## config.mk

```make
export PLATFORM = sky130hd
export DESIGN_NAME = ppmp_pins
export DESIGN_NICKNAME = d
export VERILOG_FILES = /design/src/ppmp_pkg.sv /design/src/ppmp_pins.sv
export SDC_FILE = /design/constraint.sdc
export NUM_CORES = 1
export LEC_CHECK = 0
export ABC_AREA = 1
export BUFFER_PORTS_ARGS = -buffer_cell sky130_fd_sc_hd__buf_2
export CAP_MARGIN = 25
export CORE_MARGIN = 3
export CORE_UTILIZATION = 45
export DETAILED_ROUTE_END_ITERATION = 16
export PLACE_DENSITY = 0.79
export SYNTH_ARGS = -nofsm -noshare
export SYNTH_HDL_FRONTEND = slang
export SYNTH_SLANG_ARGS = --single-unit
```

## constraint.sdc

```tcl
create_clock -name clk_i -period 3.6 [get_ports clk_i]
set_input_delay 0.18 -clock clk_i [delete_from_list [all_inputs] [get_ports clk_i]]
set_output_delay 0.18 -clock clk_i [all_outputs]
set_load 0.02 [all_outputs]
```

## src/ppmp_pkg.sv

```systemverilog
// Package: constants for the parallel master pin block
// Functional notes
// - Ports mode at reset; master when selection=10
// - Control outputs change once per interface clock
// - Control outputs default high
// - Low four: push-pull, open-drain or tristatable
// - Upper two unavailable in tristatable mode
// - Ready sampling sync or async delayed
// - Address value written drives pins immediately
// - Address increments on waveform request
// - Address floats when alternate and enables clear
// - Config bit 2 selects state debug outputs
// - State debug shows current waveform state
// - Low data byte on first port always
// - High byte port when any word-width bit
// - First byte low lines, second high lines
// - Internal clock 30 or 48 MHz, optional output; the code makes 7.5 or 11.875 MHz
// - Reset: internal, 48 MHz, normal, output off
// - Config bit 7 selects clock source
// - Config bit 6 selects internal frequency
// - Config bit 5 enables clock output
// - Config bit 4 inverts clock polarity
package ppmp_pkg;
    localparam logic [2:0] PPMP_ADDR_IFCFG = 3'h0;
    localparam logic [2:0] PPMP_ADDR_CTLCFG = 3'h1;
    localparam logic [2:0] PPMP_ADDR_ADRH = 3'h2;
    localparam logic [2:0] PPMP_ADDR_ADRL = 3'h3;
    localparam logic [2:0] PPMP_ADDR_PORTCFG = 3'h4;
    localparam logic [2:0] PPMP_ADDR_WAVE = 3'h5;
    localparam logic [2:0] PPMP_ADDR_STATUS = 3'h6;
    localparam logic [2:0] PPMP_ADDR_DATA = 3'h7;
    localparam int PPMP_IFCFG_SRC_BIT = 7;
    localparam int PPMP_IFCFG_FREQ_BIT = 6;
    localparam int PPMP_IFCFG_OE_BIT = 5;
    localparam int PPMP_IFCFG_INV_BIT = 4;
    localparam int PPMP_IFCFG_STATE_DEBUG_OUTPUTS_BIT = 2;
    localparam int PPMP_CTLCFG_TRI_BIT = 7;
    localparam logic [1:0] PPMP_SEL_MASTER = 2'h2;
    localparam logic [7:0] PPMP_IFCFG_RESET = 8'hc0;
    localparam logic [7:0] PPMP_CTLCFG_RESET = 8'h00;
    localparam logic [5:0] PPMP_CTL_DEFAULT = 6'h3f;
    localparam int PPMP_CLK_MHZ = 40;
    localparam int PPMP_INT_FAST_MHZ = 48;
    localparam int PPMP_INT_SLOW_MHZ = 30;
    // Async ready delay, nanoseconds
    localparam int PPMP_ASYNC_DLY_NS = 24;
    localparam int PPMP_ASYNC_DLY_CYC = (PPMP_ASYNC_DLY_NS * PPMP_CLK_MHZ) / 1000 < 1 ? 1 :
        (PPMP_ASYNC_DLY_NS * PPMP_CLK_MHZ) / 1000;
    // Internal interface clock as phase accumulator step over 40 MHz
    localparam logic [7:0] PPMP_STEP_FAST = 8'(PPMP_INT_FAST_MHZ * 128 / PPMP_CLK_MHZ / 2);
    localparam logic [7:0] PPMP_STEP_SLOW = 8'(PPMP_INT_SLOW_MHZ * 128 / PPMP_CLK_MHZ / 2);
endpackage

```

## src/ppmp_pins.sv

```systemverilog
// Module: pin-level control of the parallel master interface
//
// Our own choices: the placing of the registers and the address-and-strobe port.
`timescale 1ns/1ps
module ppmp_pins
    import ppmp_pkg::*;
#(
    parameter int READY_W = 6
) (
    input wire logic clk_i,                     // System clock, 40 MHz
    input wire logic resetn_i,                  // Async reset, active low
    input wire logic [2:0] reg_addr_i,          // Register address
    input wire logic [7:0] reg_wdata_i,         // Register write data
    input wire logic reg_wr_i,                  // Write strobe
    input wire logic reg_rd_i,                  // Read strobe
    output logic [7:0] reg_rdata_o,             // Read data, next cycle
    input wire logic [3:0] word_width_select_i, // Endpoint word-width bits
    input wire logic [2:0] wave_state_i,        // Current waveform state
    input wire logic [5:0] wave_ctl_i,          // Waveform control levels
    input wire logic [3:0] wave_ctl_oe_i,       // Waveform enables, tristate mode
    input wire logic wave_addr_inc_i,           // Address increment request
    input wire logic [15:0] wave_data_i,        // Byte pair to drive
    input wire logic wave_data_oe_i,            // Drive data bus
    input wire logic [READY_W-1:0] ready_i,     // Ready pins
    output logic [READY_W-1:0] ready_o,         // Sampled ready levels
    output logic interface_clock_tick_o,                  // Interface clock rise enable
    input wire logic interface_clock_i,         // Interface clock pin in
    output logic interface_clock_o,             // Interface clock pin out
    output logic interface_clock_oe_o,          // Interface clock pin enable
    output logic [5:0] control_outputs_o,       // Control output levels
    output logic [5:0] control_outputs_oe_o,    // Control output enables
    output logic [8:0] address_outputs_o,       // Address lines
    output logic [8:0] address_outputs_oe_o,    // Address enables
    output logic [2:0] state_debug_outputs_o,   // State debug pins
    output logic [2:0] state_debug_oe_o,        // State debug enables
    input wire logic [15:0] fifo_data_bus_i,    // Data pins in
    output logic [15:0] fifo_data_bus_o,        // Data pins out
    output logic [15:0] fifo_data_bus_oe_o,     // Data pin enables
    output logic master_mode_o,                 // Pins in master mode
    output logic high_byte_port_o               // High byte port assigned
);
    typedef struct packed {
        logic [7:0] ifcfg;
        logic [7:0] ctlcfg;
        logic [8:0] addr;
        logic [7:0] portcfg;
        logic ready_sampling_mode;
        logic [7:0] rdata;
        logic [1:0] clk_sync;
        logic clk_last;
        logic [7:0] phase;
        logic [5:0] ctl;
        logic [3:0] ctl_oe;
        logic [15:0] data;
        logic data_oe;
        logic [2:0] dbg;
        logic [READY_W-1:0] rdy_s1;
        logic [READY_W-1:0] rdy_s2;
        logic [READY_W-1:0] rdy_sync;
        logic [READY_W-1:0] rdy_async;
        logic [PPMP_ASYNC_DLY_CYC*READY_W-1:0] rdy_dly;
        logic [15:0] din_s1;
        logic [15:0] din;
    } ppmp_state_s;

    ppmp_state_s st_reg;
    ppmp_state_s st_next;
    logic master;
    logic tri_mode;
    logic ext_src;
    logic interface_clock_lvl;
    logic tick;

    assign master = st_reg.ifcfg[1:0] == PPMP_SEL_MASTER;
    assign tri_mode = st_reg.ctlcfg[PPMP_CTLCFG_TRI_BIT];
    assign ext_src = ~st_reg.ifcfg[PPMP_IFCFG_SRC_BIT];
    // External edge seen after inversion; internal uses accumulator MSB
    assign interface_clock_lvl = ext_src ? (st_reg.clk_sync[1] ^ st_reg.ifcfg[PPMP_IFCFG_INV_BIT])
                               : st_reg.phase[7];
    assign tick = interface_clock_lvl & ~st_reg.clk_last;

    always_comb begin
        st_next = st_reg;
        st_next.rdata = 8'h00;
        st_next.clk_sync = {st_reg.clk_sync[0], interface_clock_i};
        st_next.clk_last = interface_clock_lvl;
        // 40 MHz cannot make 48 MHz; the accumulator averages a quarter of the set rate, 11.875 or 7.5 MHz
        st_next.phase = st_reg.phase + (st_reg.ifcfg[PPMP_IFCFG_FREQ_BIT] ?
                        PPMP_STEP_FAST : PPMP_STEP_SLOW);
        st_next.rdy_s1 = ready_i;
        st_next.rdy_s2 = st_reg.rdy_s1;
        // Shift by one ready word; the newest word enters at the bottom
        st_next.rdy_dly = st_reg.rdy_dly << READY_W;
        st_next.rdy_dly[READY_W-1:0] = st_reg.rdy_s2;
        st_next.rdy_async = st_reg.rdy_dly[PPMP_ASYNC_DLY_CYC*READY_W-1 -: READY_W];
        // Data pins are asynchronous; two flops before the read mux
        st_next.din_s1 = fifo_data_bus_i;
        st_next.din = st_reg.din_s1;
        if (tick) begin
            st_next.rdy_sync = st_reg.rdy_s2;
            // Levels move only on interface clock edges
            st_next.ctl = wave_ctl_i;
            st_next.ctl_oe = wave_ctl_oe_i;
            st_next.dbg = wave_state_i;
            st_next.data = wave_data_i;
            st_next.data_oe = wave_data_oe_i;
            if (wave_addr_inc_i) begin
                st_next.addr = st_reg.addr + 9'h001;
            end
        end
        if (reg_wr_i) begin
            case (reg_addr_i)
                PPMP_ADDR_IFCFG: st_next.ifcfg = reg_wdata_i;
                PPMP_ADDR_CTLCFG: st_next.ctlcfg = reg_wdata_i;
                PPMP_ADDR_ADRH: st_next.addr[8] = reg_wdata_i[0];
                PPMP_ADDR_ADRL: st_next.addr[7:0] = reg_wdata_i;
                PPMP_ADDR_PORTCFG: st_next.portcfg = reg_wdata_i;
                PPMP_ADDR_WAVE: st_next.ready_sampling_mode = reg_wdata_i[0];
                default: st_next.rdata = 8'h00;
            endcase
        end
        if (reg_rd_i) begin
            case (reg_addr_i)
                PPMP_ADDR_IFCFG: st_next.rdata = st_reg.ifcfg;
                PPMP_ADDR_CTLCFG: st_next.rdata = st_reg.ctlcfg;
                PPMP_ADDR_ADRH: st_next.rdata = {7'h00, st_reg.addr[8]};
                PPMP_ADDR_ADRL: st_next.rdata = st_reg.addr[7:0];
                PPMP_ADDR_PORTCFG: st_next.rdata = st_reg.portcfg;
                PPMP_ADDR_WAVE: st_next.rdata = {7'h00, st_reg.ready_sampling_mode};
                PPMP_ADDR_STATUS: st_next.rdata = {master, high_byte_port_o, 3'h0, st_reg.dbg};
                PPMP_ADDR_DATA: st_next.rdata = st_reg.din[7:0];
                default: st_next.rdata = 8'h00;
            endcase
        end
    end

    always_ff @(posedge clk_i or negedge resetn_i) begin
        if (!resetn_i) begin
            st_reg <= '0;
            st_reg.ifcfg <= PPMP_IFCFG_RESET;
            st_reg.ctlcfg <= PPMP_CTLCFG_RESET;
            st_reg.ctl <= PPMP_CTL_DEFAULT;
        end else begin
            st_reg <= st_next;
        end
    end

    assign reg_rdata_o = st_reg.rdata;
    assign master_mode_o = master;
    assign interface_clock_tick_o = tick;
    assign ready_o = st_reg.ready_sampling_mode ? st_reg.rdy_sync : st_reg.rdy_async;
    // Pin is driven only for internal source with output enabled
    assign interface_clock_oe_o = ~ext_src & st_reg.ifcfg[PPMP_IFCFG_OE_BIT];
    assign interface_clock_o = st_reg.phase[7] ^ st_reg.ifcfg[PPMP_IFCFG_INV_BIT];

    genvar gi;
    generate
        for (gi = 0; gi < 6; gi++) begin : g_ctl
            logic od;
            assign od = st_reg.ctlcfg[gi];
            if (gi < 4) begin : g_low
                // Tristate mode overrides the per-output mode bit
                assign control_outputs_o[gi] = st_reg.ctl[gi];
                assign control_outputs_oe_o[gi] = !master ? 1'b0 :
                    tri_mode ? st_reg.ctl_oe[gi] : (od ? ~st_reg.ctl[gi] : 1'b1);
            end else begin : g_high
                assign control_outputs_o[gi] = st_reg.ctl[gi];
                assign control_outputs_oe_o[gi] = !master || tri_mode ? 1'b0 :
                    (od ? ~st_reg.ctl[gi] : 1'b1);
            end
        end
    endgenerate

    assign address_outputs_o = st_reg.addr;
    // Bit 0 alternate, bit 1 output enable; both clear floats the lines
    assign address_outputs_oe_o = {9{master & (st_reg.portcfg[0] | st_reg.portcfg[1])}};
    assign state_debug_outputs_o = st_reg.dbg;
    assign state_debug_oe_o = {3{st_reg.ifcfg[PPMP_IFCFG_STATE_DEBUG_OUTPUTS_BIT]}};
    assign high_byte_port_o = master & (|word_width_select_i);
    assign fifo_data_bus_o = st_reg.data;
    assign fifo_data_bus_oe_o = {{8{high_byte_port_o & st_reg.data_oe}},
                                 {8{master & st_reg.data_oe}}};
endmodule

```

==> reports/results.tsv <==
stage	metric	value	unit
logic_synthesis	Post-synth EDFFs	0	
logic_synthesis	Top FF cell, synth	dfrtp_1	
clock_network	TritonCTS buffer count	17	
logic_synthesis	gate count after technology mapping	638	
timing	relative slew slack	35.9	%
die	num ports	160	
clock_network	clk buf depth	2	
grt	antenna violations before repair	0	
grt	global-route wire length before repair	23400	um
logic_synthesis	Async SR Flop Fraction	100	%
setup_path	Worst setup EP type	output port	
logic_synthesis	Yosys cell types	35	
final_layout	Nets	854	
setup_path	critical path class	reg -> out	
setup_path	Worst EP required	3420	ps
setup_path	crit path max fanout	8	
clock_network	PostCTS Resize Cnt	0	
logic_synthesis	synthesized flop and latch total	127	
grt	number of global-route vias before repair	4725	
place	placed cell count	875	
pwr	Sw Pwr	2180	uW
final_layout	share of layout cells above drive strength 1	28.0	%
timing	ratio of final minimum period to clock period	59.6	%
min_path	hold path depth	3	
drt	WL final	14200	um
die	initial core utilization	47.0	%
logic_synthesis	largest family of logic cells by synthesized area	simple AND/OR/NAND/NOR gates	
grt	largest net degree at the start of global routing	72	
logic_synthesis	top cells by count, synth	nand2_1 (231), dfrtp_1 (119), buf_4 (68), inv_1 (40), nor2_1 (24)	
die	row cnt	40	
setup_path	Slowest Stage Delay on Critical Path	490	ps
setup_path	crit path launch type	flip-flop	
place	Place WS	1490	ps
place	IO buf count	151	
logic_synthesis	Seq/Total Area, Yosys	55.4	%
timing	setup TNS	0	ps
final_layout	Ant. Diodes	0	
pwr	worst vdd ir	0.000550	V
logic_synthesis	largest cells by area after synthesis	dfrtp_1 (52%), nand2_1 (15%), buf_4 (8.9%)	
drt	vias per cell	4.82	
grt	global-route total usage across every layer	21.0	%
logic_synthesis	Avg Inst Size Synth	9.03	sq um
logic_synthesis	Post-Synth Simple-Gate Area	21.1	%
timing	Clock Skews	19.3	ps
final_layout	Layout area overhead	25.1	%
drt	Remaining DRCs	0	
grt	gr ovfl total	0	
status	outcome	completed	
pwr	Seq pwr share	38.3	%
timing	endpoints failing setup	0	
setup_path	CP max stage cell	nor3_1	
final_layout	fillers	1030	
logic_synthesis	multiplexer share of the synthesized area	0	%
timing	worst path setup slack after routing	1460	ps
timing	Slew Limit Fails	0	
place	detailed placement HPWL	9190	um
logic_synthesis	post-synthesis adder-cell area fraction	1.65	%
clock_network	H-tree depth	4	
die	Core ar.	12300	sq um
die	die area	14200	sq um
setup_path	Crit path arrival time	1960	ps
final_layout	Layout Cells excl Fill	955	
timing	final hold vios	0	
min_path	HP Class	in -> reg	
logic_synthesis	Synth Area in XOR/XNOR	1.22	%
timing	f_max	466	MHz
drt	antenna-violating nets left	0	
drt	drt first pass iters	5	
timing	Worst Tran Pin Value	956	ps
pwr	Int Pwr	3350	uW
logic_synthesis	top-area cell type share of the netlist area	51.7	%
setup_path	CP cell instances	or2_2 > nor3_1 > buf_2	
logic_synthesis	Synth Area in Compound Gates	7.02	%
logic_synthesis	most numerous cell in the Yosys netlist	nand2_1	
die	die width	119	um
pwr	Sw Share	39.4	%
drt	Vias	4600	
logic_synthesis	Post-Syn Nets	718	
pwr	Leak	0.00385	uW
final_layout	max reg flops	51	
drt	First DRT Iteration DRCs	366	
timing	Final Critical Period	2140	ps
logic_synthesis	post-synth top area cell	dfrtp_1	
timing	RSZ-0062 raised after global routing	no	
pwr	combinational fraction of design power	31.5	%
pwr	P per Cell Area	768	nW/um^2
clock_network	Worst-Skew Late Latency	430	ps
die	die height	119	um
setup_path	R2R cell count	6	
logic_synthesis	synth warn	0	
clock_network	Clk pin slew, worst setup/hold paths	60	ps
run	max_cap viols	0	
drt	routed length per instance	14.9	um
clock_network	Clk Tree Root Cell	clkbuf_16	
clock_network	clock sink count	127	
place	RePlAce Congestion	0.854	
pwr	Clk pwr share	30.2	%
clock_network	CTS tree	done	
logic_synthesis	mapped cell area	5760	sq um
cells in the final DEF (no fill, tap or decap), drive strengths merged, types with 2 or more instances in the layout:
cell and count:
nand2 236, buf 154, dfrtp 119, inv 59, dlygate4sd3 48, o21ai 42, nor2 27, nand3 23
clkbuf 17, a21oi 16, dfstp 8, xor2 7, ha 6, nand4 4, a31oi 4, a41oi 3
a221oi 2, nor3 2, nand3b 2, clkinv 2
what timing repair did:
| action | in CTS | in global routing |
|---|---|---|
| hold buffers | 48 | 0 |
| setup buffers | 0 | 0 |
| endpoints found under the hold margin | 110 | 0 |
stage by stage:
stage	utilization [%]	total power, uW	instance area [sq um]	hold slack, ps
finish	58.7	5530	7200	43.6
floorplan	-	3560	5760	-116
global placement	50.0	3760	6140	288
CTS	58.7	5550	7200	28.4
detailed placement	50.0	3810	6140	290
global route	58.7	5880	7200	30.6
power groups by stage:
stage / clock network, uW / registers [uW] / logic, uW
3_3_place_gp: 0 / 2120 / 1640
4_1_cts: 1700 / 2110 / 1740
3_5_place_dp: 0 / 2120 / 1690
6_report: 1670 / 2120 / 1740
2_1_floorplan: 0 / 2040 / 1520
5_1_grt: 1770 / 2170 / 1940
critical path: cells and delay by family, from the launching register on:
family	cells	cell delay, ps
buffers and inverters	1	270
and+or+nand+nor	2	880
DFF	1	390
area by class of cell:
cell class                      instances  area [sq um]  area share, %
Sequential cell                       127          3190           44.3
Multi-Input combinational cell        380          1780           24.8
Timing Repair Buffer                  202          1260           17.5
Clock buffer                           17           425           5.91
Tap cell                              168           210           2.92
Inverter                               46           173           2.40
Clock inverter                         15           159           2.21
per-layer routing:
layer	vias up	track usage [%]	share of wire, %
li1	2212	-	-
met1	2151	25.8	41
met2	212	34.8	49
met3	25	6.93	8.5
met4	0	7.39	2.2
met5	-	0	0
final timing paths:
path	startpoint	end	slack, ps
max in group asynchronous	resetn_i	st_reg[143]	2180
worst min register to register	st_next[54]	st_next[36]	350
worst max-delay path	st_reg[137]	fifo_data_bus_oe_o[10]	1460
worst min-delay path	reg_wdata_i[0]	address_outputs_o[0]	40
worst max register to register	st_reg[144]	address_outputs_o[0]	1510
min in group asynchronous	resetn_i	st_next[54]	400
logic make-up after synthesis:
| kind of cell | count (synthesis) |
|---|---|
| AO/OA/AOI/OAI | 69 |
| XOR/XNOR | 8 |
| adder cells (fa/ha/maj) | 7 |
| buffers and inverters | 131 |
| flip-flops | 127 |
| AND/OR/NAND/NOR | 296 |
No activity file was read; power rests on OpenSTA's default activity.
